`src/rtl/tkscan_map.svh`:
```
// timing counts, widths and reset values for the front-panel scan controller
// assumes inclusion by bare name from the package and the design modules
`ifndef TKSCAN_MAP_SVH
`define TKSCAN_MAP_SVH
`define TKSCAN_CLK_HZ        25000000
`define TKSCAN_DWELL_NS      2000
`define TKSCAN_DWELL_CYC     ((`TKSCAN_DWELL_NS * 25 + 999) / 1000)
`define TKSCAN_COL_US        500
`define TKSCAN_COL_CYC       ((`TKSCAN_COL_US * 25))
`define TKSCAN_ZONES         64
`define TKSCAN_KEYS          8
`define TKSCAN_COLS          8
`define TKSCAN_LATCH_RST     8'h00
`define TKSCAN_SEL_RST       6'h00
`endif

```
`src/rtl/tkscan_pkg.sv`:
```
// types shared by the scan controller files
// assumes the map header is on the include path
`include "tkscan_map.svh"
package tkscan_pkg;
    typedef logic [5:0] tkscan_sel_t;  // emitter/detector select
    typedef enum logic [1:0] {
        TKSCAN_SETTLE = 2'b00,         // emitter on, waiting for detector
        TKSCAN_SAMPLE = 2'b01,         // sample detector and keys
        TKSCAN_STEP   = 2'b10          // move to next zone
    } tkscan_state_e;
endpackage

```
`src/rtl/tkscan_light_bar.sv`:
```
// column refresh of the 8x8 light-bar display memory
// assumes host writes are one-cycle strobes on sys_clk
`timescale 1ns/1ps
`include "tkscan_map.svh"
module tkscan_light_bar (
    input  wire logic       sys_clk,   // system clock
    input  wire logic       rst_q_b,   // synchronised reset, active low
    input  wire logic       wr_stb,    // host write of one column
    input  wire logic [2:0] wr_col,    // column written
    input  wire logic [7:0] wr_data,   // column bit image
    output logic      [7:0] col_sel,   // one-hot column drive
    output logic      [7:0] bar_drive  // bar outputs for this column
);
    logic [7:0]  dmem [8];             // display memory, columns of 8 bits
    logic [7:0]  next_dmem [8];        // next display memory
    logic [2:0]  col;                  // column being refreshed
    logic [2:0]  next_col;             // next column
    logic [15:0] tick;                 // column dwell counter
    logic [15:0] next_tick;            // next dwell count
    logic [7:0]  next_col_sel;         // next column drive
    logic [7:0]  next_bar_drive;       // next bar outputs

    // next display memory, refresh position and outputs
    always_comb begin
        for (int i = 0; i < 8; i++) begin
            next_dmem[i] = dmem[i];
        end
        if (wr_stb) begin
            next_dmem[wr_col] = wr_data;
        end
        next_tick = tick + 16'h0001;
        next_col  = col;
        // RQ7 - column by column
        if (tick == 16'(`TKSCAN_COL_CYC - 1)) begin
            next_tick = 16'h0000;
            next_col  = col + 3'h1;
        end
        next_col_sel = 8'h01 << col;
        // RQ8 - lit when one
        next_bar_drive = dmem[col];
    end

    // register display state
    always_ff @(posedge sys_clk or negedge rst_q_b) begin
        if (!rst_q_b) begin
            for (int i = 0; i < 8; i++) begin
                dmem[i] <= 8'h00;
            end
            col       <= 3'h0;
            tick      <= 16'h0000;
            col_sel   <= 8'h00;
            bar_drive <= 8'h00;
        end else begin
            dmem      <= next_dmem;
            col       <= next_col;
            tick      <= next_tick;
            col_sel   <= next_col_sel;
            bar_drive <= next_bar_drive;
        end
    end
endmodule // tkscan_light_bar

```
`src/rtl/tkscan_sync.sv`:
```
// two flip-flop synchroniser for a bus of pin inputs
// assumes the pins are asynchronous to sys_clk
`timescale 1ns/1ps
module tkscan_sync #(
    parameter int W = 1                // width of the bus
) (
    input  wire logic         sys_clk, // system clock
    input  wire logic         rst_q_b, // synchronised reset, active low
    input  wire logic [W-1:0] d,       // asynchronous input
    output logic      [W-1:0] q        // synchronised output
);
    logic [W-1:0] meta;                // first stage, read only by q
    logic [W-1:0] next_meta;           // next first stage
    logic [W-1:0] next_q;              // next second stage

    // next values of both stages
    always_comb begin
        next_meta = d;
        next_q    = meta;
    end

    // register both stages
    always_ff @(posedge sys_clk or negedge rst_q_b) begin
        if (!rst_q_b) begin
            meta <= '0;
            q    <= '0;
        end else begin
            meta <= next_meta;
            q    <= next_q;
        end
    end
endmodule // tkscan_sync

```
`src/rtl/tkscan_top.sv`:
```
// front-panel touch scan, hard key scan and light-bar driver
// assumes a host on a simple byte strobe port, same clock as sys_clk
// Overview of operation
// RQ1 - keyboard scan and separate light-bar display
// RQ2 - scan touch zones continuously until beam broken
// RQ3 - detection ends scan, raises matching interrupt
// RQ4 - interrupt active freezes sensor memory, scan continues
// RQ5 - one emitter on, opposite detector only
// RQ6 - six-bit select picks emitter and detector
// RQ7 - display memory 8x8 refreshed column-wise
// RQ8 - bar lit when memory bit is one
// RQ9 - host latch drives coarse/fine LEDs directly
// RQ10 - coarse/fine sensed as ordinary touch zones
// RQ11 - host reads sensor memory, then acknowledges
`timescale 1ns/1ps
`include "tkscan_map.svh"
module tkscan_top (
    input  wire logic       sys_clk,        // 25 MHz system clock
    input  wire logic       rst_b,          // asynchronous reset, active low
    input  wire logic       beam_ok_pin,    // selected detector sees light
    input  wire logic [7:0] key_pin_b,      // hard keys, low when pressed
    input  wire logic       host_ack,       // host acknowledge pulse
    input  wire logic [5:0] rd_zone,        // sensor memory read index
    output logic            rd_touch,       // broken flag of rd_zone
    output logic [7:0]      rd_keys,        // stored key image
    output logic [5:0]      touch_zone,     // zone of stored touch
    output logic            touch_irq,      // touch interrupt to host
    output logic            key_irq,        // key interrupt to host
    output logic [5:0]      sel_addr,       // emitter and detector select
    output logic            emit_en,        // emitter enable
    input  wire logic       disp_wr,        // host display memory write
    input  wire logic [2:0] disp_col,       // column to write
    input  wire logic [7:0] disp_data,      // column image
    output logic [7:0]      col_sel,        // light-bar column drive
    output logic [7:0]      bar_drive,      // light-bar row drive
    input  wire logic       latch_wr,       // host coarse/fine latch write
    input  wire logic [7:0] latch_data,     // latch data
    output logic [7:0]      cf_led          // coarse/fine LED drive
);
    logic [1:0] rst_sync;                   // reset release stages
    logic       rst_q_b;                    // synchronised reset

    // reset released through two flip-flops
    always_ff @(posedge sys_clk or negedge rst_b) begin
        if (!rst_b) begin
            rst_sync <= 2'b00;
        end else begin
            rst_sync <= {rst_sync[0], 1'b1};
        end
    end
    assign rst_q_b = rst_sync[1];

    logic       beam_ok;                    // synchronised detector
    logic [7:0] key_b;                      // synchronised keys

    tkscan_sync #(.W(1)) u_beam_sync (
        .sys_clk (sys_clk),
        .rst_q_b (rst_q_b),
        .d       (beam_ok_pin),
        .q       (beam_ok)
    );

    tkscan_sync #(.W(8)) u_key_sync (
        .sys_clk (sys_clk),
        .rst_q_b (rst_q_b),
        .d       (key_pin_b),
        .q       (key_b)
    );

    // RQ1 - separate display function
    tkscan_light_bar u_light_bar (
        .sys_clk   (sys_clk),
        .rst_q_b   (rst_q_b),
        .wr_stb    (disp_wr),
        .wr_col    (disp_col),
        .wr_data   (disp_data),
        .col_sel   (col_sel),
        .bar_drive (bar_drive)
    );

    tkscan_pkg::tkscan_state_e state;       // scan state
    tkscan_pkg::tkscan_state_e next_state;  // next scan state
    tkscan_pkg::tkscan_sel_t   zone;        // zone under scan
    tkscan_pkg::tkscan_sel_t   next_zone;   // next zone
    logic [7:0]  dwell;                     // settle counter
    logic [7:0]  next_dwell;                // next settle count
    logic [63:0] touch_mem;                 // sensor memory, touch flags
    logic [63:0] next_touch_mem;            // next touch flags
    logic [63:0] frame;                     // flags collected this pass
    logic [63:0] next_frame;                // next pass flags
    logic [7:0]  key_mem;                   // sensor memory, keys
    logic [7:0]  next_key_mem;              // next keys
    logic [5:0]  next_touch_zone;           // next stored zone
    logic        next_touch_irq;            // next touch interrupt
    logic        next_key_irq;              // next key interrupt
    logic [5:0]  next_sel_addr;             // next select
    logic        next_emit_en;              // next emitter enable
    logic        next_rd_touch;             // next read flag
    logic [7:0]  next_rd_keys;              // next read keys
    logic [7:0]  next_cf_led;               // next latch value
    logic        frozen;                    // any interrupt active

    assign frozen = touch_irq | key_irq;

    // scan sequencer and sensor memory update
    always_comb begin
        next_state      = state;
        next_zone       = zone;
        next_dwell      = dwell;
        next_touch_mem  = touch_mem;
        next_frame      = frame;
        next_key_mem    = key_mem;
        next_touch_zone = touch_zone;
        next_touch_irq  = touch_irq;
        next_key_irq    = key_irq;
        // RQ11 - ack releases interrupt
        if (host_ack) begin
            next_touch_irq = 1'b0;
            next_key_irq   = 1'b0;
        end
        case (state)
            tkscan_pkg::TKSCAN_SETTLE: begin
                // emitter settling before the detector is sampled
                next_dwell = dwell + 8'h01;
                if (dwell == 8'(`TKSCAN_DWELL_CYC - 1)) begin
                    next_dwell = 8'h00;
                    next_state = tkscan_pkg::TKSCAN_SAMPLE;
                end
            end
            tkscan_pkg::TKSCAN_SAMPLE: begin
                // RQ10 - coarse/fine are zones
                next_frame[zone] = ~beam_ok;
                // RQ4 - frozen while interrupt
                if (!frozen) begin
                    // RQ3 - end scan, interrupt
                    if (!beam_ok) begin
                        next_touch_mem       = frame;
                        next_touch_mem[zone] = 1'b1;
                        next_touch_zone      = zone;
                        next_touch_irq       = 1'b1;
                        next_frame           = 64'h0;
                        next_zone            = `TKSCAN_SEL_RST;
                        next_state           = tkscan_pkg::TKSCAN_SETTLE;
                    end else if (key_b != 8'hff) begin
                        next_key_mem = ~key_b;
                        next_key_irq = 1'b1;
                        next_state   = tkscan_pkg::TKSCAN_STEP;
                    end else begin
                        next_state = tkscan_pkg::TKSCAN_STEP;
                    end
                end else begin
                    next_state = tkscan_pkg::TKSCAN_STEP;
                end
            end
            tkscan_pkg::TKSCAN_STEP: begin
                // RQ2 - continuous, no pause
                next_zone  = zone + 6'h01;
                next_state = tkscan_pkg::TKSCAN_SETTLE;
                if (zone == 6'h3f) begin
                    next_frame = 64'h0;
                end
            end
            default: begin
                next_state = tkscan_pkg::TKSCAN_SETTLE;
            end
        endcase
        // RQ5 - single emitter enabled
        next_emit_en  = 1'b1;
        // RQ6 - six-bit select
        next_sel_addr = next_zone;
        next_rd_touch = touch_mem[rd_zone];
        next_rd_keys  = key_mem;
        // RQ9 - host latch to LEDs
        next_cf_led   = latch_wr ? latch_data : cf_led;
    end

    // register scan state and outputs
    always_ff @(posedge sys_clk or negedge rst_q_b) begin
        if (!rst_q_b) begin
            state      <= tkscan_pkg::TKSCAN_SETTLE;
            zone       <= `TKSCAN_SEL_RST;
            dwell      <= 8'h00;
            touch_mem  <= 64'h0;
            frame      <= 64'h0;
            key_mem    <= 8'h00;
            touch_zone <= 6'h00;
            touch_irq  <= 1'b0;
            key_irq    <= 1'b0;
            sel_addr   <= `TKSCAN_SEL_RST;
            emit_en    <= 1'b0;
            rd_touch   <= 1'b0;
            rd_keys    <= 8'h00;
            cf_led     <= `TKSCAN_LATCH_RST;
        end else begin
            state      <= next_state;
            zone       <= next_zone;
            dwell      <= next_dwell;
            touch_mem  <= next_touch_mem;
            frame      <= next_frame;
            key_mem    <= next_key_mem;
            touch_zone <= next_touch_zone;
            touch_irq  <= next_touch_irq;
            key_irq    <= next_key_irq;
            sel_addr   <= next_sel_addr;
            emit_en    <= next_emit_en;
            rd_touch   <= next_rd_touch;
            rd_keys    <= next_rd_keys;
            cf_led     <= next_cf_led;
        end
    end
endmodule // tkscan_top
```
`config.mk`:
```
export PLATFORM = sky130hd
export DESIGN_NAME = tkscan_top
export DESIGN_NICKNAME = d
export VERILOG_FILES = /design/src/rtl/tkscan_pkg.sv /design/src/rtl/tkscan_light_bar.sv /design/src/rtl/tkscan_sync.sv /design/src/rtl/tkscan_top.sv
export VERILOG_INCLUDE_DIRS = /design/src /design/src/rtl
export SDC_FILE = /design/constraint.sdc
export NUM_CORES = 1
export LEC_CHECK = 0
export BUFFER_PORTS_ARGS = -buffer_cell sky130_fd_sc_hd__buf_2
export CORE_MARGIN = 4
export CORE_UTILIZATION = 45
export DETAILED_ROUTE_END_ITERATION = 8
export GPL_TIMING_DRIVEN = 1
export PLACE_DENSITY_LB_ADDON = 0.08
export SYNTH_ARGS = -nofsm -noshare
export SYNTH_HDL_FRONTEND = slang
export SYNTH_SLANG_ARGS = --single-unit
```
`constraint.sdc`:
```
create_clock -name sys_clk -period 11.3 [get_ports sys_clk]
set_input_delay 1.13 -clock sys_clk [delete_from_list [all_inputs] [get_ports sys_clk]]
set_output_delay 1.13 -clock sys_clk [all_outputs]
set_load 0.02 [all_outputs]
```
==> impl_metrics.json, run 1 <==
{
  "power_density_nw_per_um2": 162,
  "synth-compound-area-share_pct": 11.6,
  "ys_top_cells_by_area": "dfrtp_1 58%, mux2_2 6.8%, o21ai_0 5.9%",
  "ir_drop_mv": 0.130,
  "cts-root-buf": "clkbuf_16",
  "ctsHoldBuffers": 0,
  "avgSynthCellArea_um2": 11.6,
  "drc_errors": 0,
  "die_area_um2": 31100,
  "arrival_ns": 3.36,
  "rsz0062_at_grt": "no",
  "cts_tree": "built",
  "dp_cells": 1501,
  "grt_max_degree": 110,
  "clock_skew_ns": 0.0264,
  "cellLeakagePower_nw": 6.44,
  "synthCells": 1095,
  "synthMuxAreaShare_pct": 13.0,
  "synth_top_area_share_pct": 58.3,
  "ys_seq_area_share_pct": 58.3,
  "path_clk_slew_ns": 0.06,
  "synthSimpleGateAreaFrac_pct": 12.5,
  "max_cap_viol_count": 0,
  "maxSlewHeadroom_pct": 33.6,
  "tightest_slew_ns": 0.996,
  "ios": 87,
  "core_area_um2": 27900,
  "dr.pass1.iters": 5,
  "post-route-period-util_pct": 26.0,
  "portBuffers": 86,
  "max_stage_delay_ns": 0.80,
  "totalWireLength_mm": 28.0,
  "synth_area_um2": 12700,
  "finalSetupViolCount": 0,
  "multiInputGateArea_um2": 5000,
  "grt_pass1_wl_mm": 47.1,
  "fin_area_um2": 14500,
  "wl_per_cell_um": 18.0,
  "tns_ns": 0,
  "n_fill_cell": 2528,
  "finalCriticalPeriod_ns": 2.94,
  "synth_fa_ha_area_share_pct": 0.982,
  "finalMaxSlewViolations": 0,
  "status": "finished clean",
  "fin_total_pwr_mw": 2.35,
  "setup_slack_ns": 8.36,
  "synth-xor-area-share_pct": 0.963,
  "critPathKind": "register to register",
  "synthArstFlopShare_pct": 100,
  "clock_path_buffers": 3,
  "ys.flop_type": "dfrtp_1",
  "drive_above_1_share_pct": 23.0,
  "synth_top_family_by_area": "multiplexers",
  "yosysMostFrequentCell": "dfrtp_1",
  "crit_buf_inv": 2,
  "path_max_fanout": 64,
  "path_common_cell": "buf_4",
  "cts-buffers-inserted": 34,
  "antenna_left": 0,
  "rows": 61,
  "drt_first_iter_violations": 680,
  "cts.sinks": 297,
  "grt-ovfl-total": 0,
  "vias_per_cell": 5.40,
  "cts_resized": 0,
  "vias": 8407,
  "ys_ff_latch": 297,
  "cts_max_level": 2,
  "pre_cts_ws_ns": 8.27,
  "cpLargestDelayFamily": "simple AND/OR/NAND/NOR gates",
  "placed_cell_area_um2": 13500,
  "place.gp.congestion": 0.738,
  "antenna_found_initial": 0,
  "clock_latency_ns": 0.51,
  "grt_pass1_vias": 8593,
  "yosysTopAreaCell": "dfrtp_1",
  "dieHeight_um": 176,
  "dp_hpwl_mm": 16.8,
  "startpoint_type": "register",
  "finalNonFillerCells": 1558,
  "path_cells": "nand2b_1 > or3_2 > buf_4 > nor2_4 > buf_4 > a22o_1",
  "seqCellArea_um2": 7440,
  "hp-class": "register to register",
  "synthDistinctLibCells": 56,
  "worstPathRequired_ns": 11.73,
  "fmax_mhz": 341,
  "cts_setup_buffers": 0,
  "synth-edff-count": 0,
  "critical_path.slowest_cell": "or3_2",
  "grtUsageTotal_pct": 18.7,
  "die_w_um": 176,
  "fin_nets": 1208,
  "start_util_pct": 45.7,
  "endpoint_kind": "register",
  "yosysWarnings": 0,
  "area_growth_pct": 14.1,
  "antenna_cells": 0,
  "yosys-top-cells-count": "297 x dfrtp_1, 149 x o21ai_0, 137 x nor2_1",
  "hold_viol": 0
}
-- worst reg2reg max path, delay by kind of cell (launching register included) --
family,cells,cell delay [ns]
flip-flops,1,0.42
buffers and inverters,2,1.03
AND/OR/NAND/NOR,3,1.13
AO/OA/AOI/OAI,1,0.29
-- registers in the layout, summed over array words and instances, names as in the netlist, 3 cells and up --
signal / cells
u_light_bar.tick: 16
u_light_bar.bar_drive: 8
touch_mem: 64
u_light_bar.col_sel: 8
u_light_bar.dmem: 64
cf_led: 8
rd_keys: 8
dwell: 8
frame: 64
touch_zone: 6
u_light_bar.col: 3
u_key_sync.q: 8
key_mem: 8
zone: 6
u_key_sync.meta: 8
-- metal layers --
| metal | vias to the layer above | global-route usage, % | part of all wire (%) |
|---|---|---|---|
| met5 | - | 0 | 0 |
| met4 | 0 | 4.68 | 1.9 |
| met3 | 42 | 2.83 | 3.9 |
| met2 | 158 | 29.4 | 46 |
| met1 | 4191 | 27.5 | 48 |
| li1 | 4016 | - | - |
-- placed cells by master, fill, tap and decap left out, drive strengths merged, types with 6 or more instances in the layout --
cell type  Yosys  layout
a21oi          6       6
a22o          66      66
buf           12      96
clkbuf        57      52
dfrtp        297     297
ha            10      10
inv           10      11
mux2          77      77
mux4          33      33
nand2        116     116
nand3         12      12
nand3b         7       7
nand4         11      11
nor2         138     138
nor2b          7       7
o21ai        153     153
or3b           7       7
xnor2          9       9
-- final cells by class --
class,count,share of cell area [%]
Clock buffer,52,7.14
Clock inverter,5,0.275
Inverter,11,0.284
Multi-Input combinational cell,719,34.4
Sequential cell,297,51.1
Tap cell,378,3.25
Timing Repair Buffer,96,3.48
-- worst paths after layout --
kind / start / end / slack, ns / depth (start not counted)
min reg2reg: u_key_sync.meta[1] / u_key_sync.q[1] / 0.34 / 0
min in group asynchronous: rst_sync[1] / u_key_sync.meta[4] / 0.39 / 0
max reg2reg: state[1] / frame[8] / 8.36 / 6
min: u_key_sync.meta[1] / u_key_sync.q[1] / 0.34 / 0
max in group asynchronous: rst_sync[1] / touch_mem[27] / 8.79 / 2
max: state[1] / frame[8] / 8.36 / 6
-- power by group --
| group | internal [mW] | switching [mW] |
|---|---|---|
| sequential | 1.13 | 0.0312 |
| combinational | 0.0748 | 0.0683 |
| clock | 0.631 | 0.417 |
| total | 1.83 | 0.517 |
-- through the flow --
step,hold WS [ns],utilization [%]
floorplan,0.331,-
CTS,0.338,52.2
detailed placement,0.335,48.3
global route,0.342,52.2
global placement,0.332,48.3
finish,0.338,52.2
-- cell families (layout without fill, tap and decap cells) --
family / Yosys count / after routing
mux: 112 / 112
fa+ha+maj: 10 / 10
buf+inv: 80 / 164
compound gates: 238 / 238
simple gates: 343 / 343
xor+xnor: 14 / 14
flops: 297 / 297
other cells: 1 / 2
Power figures use the tool's default switching activity.
==> run 2: changes to the inputs <==
Clock period 11.3 ns to 2.9 ns, I/O delays scaled along.
==> run 2 against run 1 <==
Effect of this change:
- non-clock buffer count up 26
- count of clock-buffer cells in the layout down 2
- final area up 2.5%
- register-to-register slack worse by 7.7 ns
- clock power rose to 4.0 times the previous value
- combinational power rose to 4.1 times the previous value
- critical path type unchanged
- critical path depth down 1
- via count up 0.38%
- sequential power rose to 3.9 times the previous value
==> impl_metrics.json, run 2 (synthesis gave the netlist of run 1 again) <==
{
  "status": "finished clean",
  "area_growth_pct": 17.0,
  "finalSetupViolCount": 0,
  "power_switching_mw": 2.06,
  "grt_pass1_vias": 8702,
  "worstPathRequired_ns": 3.33,
  "clock_skew_ns": 0.0202,
  "placed_cell_area_um2": 13600,
  "cellLeakagePower_nw": 6.61,
  "finalCriticalPeriod_ns": 2.28,
  "dr.pass1.iters": 4,
  "swShare_pct": 22.2,
  "share_comb_of_total_power_pct": 6.3,
  "finalMaxSlewViolations": 0,
  "power_density_nw_per_um2": 623,
  "dieHeight_um": 176,
  "hold_viol": 0,
  "die_w_um": 176,
  "totalWireLength_mm": 28.1,
  "largest_registers": "frame x64, touch_mem x64, u_light_bar.dmem x64",
  "holdWs_ns": 0.0218,
  "cts_max_level": 2,
  "cts-buffers-inserted": 35,
  "fin_nets": 1235,
  "start_util_pct": 45.7,
  "portBuffers": 86,
  "critPathKind": "register to register",
  "grt_max_degree": 74,
  "startpoint_type": "register",
  "fin_area_um2": 14900,
  "fin_util_pct": 53.5,
  "max_cap_viol_count": 0,
  "pre_cts_ws_ns": 0.641,
  "place.gp.congestion": 0.741,
  "cts_tree": "built",
  "layout_commonest_cell": "dfrtp_1",
  "antenna_left": 0,
  "path_clk_slew_ns": 0.06,
  "intPower_mw": 7.22,
  "cts-root-buf": "clkbuf_16",
  "seqCellArea_um2": 7440,
  "dp_cells": 1511,
  "maxSlewHeadroom_pct": 38.6,
  "final_cell_mix": "296 x dfrtp_1, 149 x o21ai_0, 137 x nor2_1, 115 x nand2_1, 86 x buf_2",
  "die_area_um2": 31100,
  "path_max_fanout": 64,
  "grtUsageTotal_pct": 18.9,
  "grt-ovfl-total": 0,
  "drt_first_iter_violations": 597,
  "fmax_mhz": 438,
  "antenna_found_initial": 1,
  "arrival_ns": 2.71,
  "antenna_cells": 0,
  "cts_setup_buffers": 0,
  "tightest_slew_ns": 0.917,
  "grt_pass1_wl_mm": 47.4,
  "clock_path_buffers": 3,
  "hp-class": "input pin to register",
  "rsz0062_at_grt": "no",
  "multiInputGateArea_um2": 5000,
  "post-route-period-util_pct": 78.7,
  "wl_per_cell_um": 17.7,
  "clock_latency_ns": 0.51,
  "drive_above_1_share_pct": 23.4,
  "vias": 8439,
  "endpoint_kind": "register",
  "ios": 87,
  "setup_slack_ns": 0.618,
  "dp_hpwl_mm": 17.0,
  "drc_errors": 0,
  "n_fill_cell": 2456,
  "core_area_um2": 27900,
  "clock_power_share_pct": 45.1,
  "cts.sinks": 297,
  "rows": 61,
  "ir_drop_mv": 0.570,
  "vias_per_cell": 5.32,
  "seqPwrFrac_pct": 48.6,
  "finalNonFillerCells": 1587
}
-- run 2: changes by cell type in the layout (fill, tap and decap cells not counted), moves of 4 or more --
cell	before	now
dlygate4sd3_1	0	16
buf_12	0	9
clkinv_2	3	7
clkbuf_8	12	8
-- run 2: through the flow --
step	setup TNS [ns]	power (mW)
6_report	0	9.28
3_5_place_dp	0	5.17
3_3_place_gp	0	5.15
5_1_grt	0	9.66
2_1_floorplan	-16.88	4.97
4_1_cts	0	9.43
-- run 2: worst max-delay path, stage by stage, from the launching register on --
cell	delay (ns)
dfrtp_1	0.43
nand2b_1	0.21
or3_2	0.82
nor2_4	0.21
buf_12	0.32
a22o_1	0.21
-- run 2: cell type report --
type / instances / share of cell area (%)
Sequential cell: 297 / 49.9
Inverter: 11 / 0.277
Clock buffer: 50 / 6.79
Timing Repair Buffer: 122 / 5.72
Tap cell: 378 / 3.17
Multi-Input combinational cell: 719 / 33.6
Clock inverter: 10 / 0.571
-- run 2: path summary, 6_finish.rpt --
kind	to	slack [ns]	start	depth (start not counted)
worst max-delay path	frame[4]	0.62	state[1]	5
worst min-delay path	cf_led[5]	0.02	latch_data[5]	2
worst max register to register	frame[4]	0.62	state[1]	5
worst min register to register	u_light_bar.dmem[14]	0.26	rst_sync[1]	0
max in group asynchronous	u_light_bar.tick[13]	1.86	rst_sync[1]	1
min in group asynchronous	rst_sync[1]	0.10	rst_b	2
-- run 2: power groups by stage --
stage | Sequential (mW) | Combinational (mW) | Clock, mW
CTS | 4.51 | 0.602 | 4.32
global placement | 4.58 | 0.573 | 0
detailed placement | 4.58 | 0.585 | 0
floorplan | 4.65 | 0.323 | 0
global route | 4.54 | 0.654 | 4.47
finish | 4.51 | 0.587 | 4.18
-- run 2: repair_timing --
| item | 4_1_cts | 5_1_grt |
|---|---|---|
| endpoints found under the hold margin | 18 | 0 |
| hold buffers | 16 | 0 |
| resized for setup | 0 | 0 |
| endpoints found under the setup margin | 0 | 0 |
-- run 2: layer usage --
layer	routed length [um]	track usage, %	vias to the layer above
li1	-	-	4064
met1	13100	27.6	4175
met2	13000	29.3	152
met3	1430	3.77	46
met4	548	5.10	2
met5	20	0	-
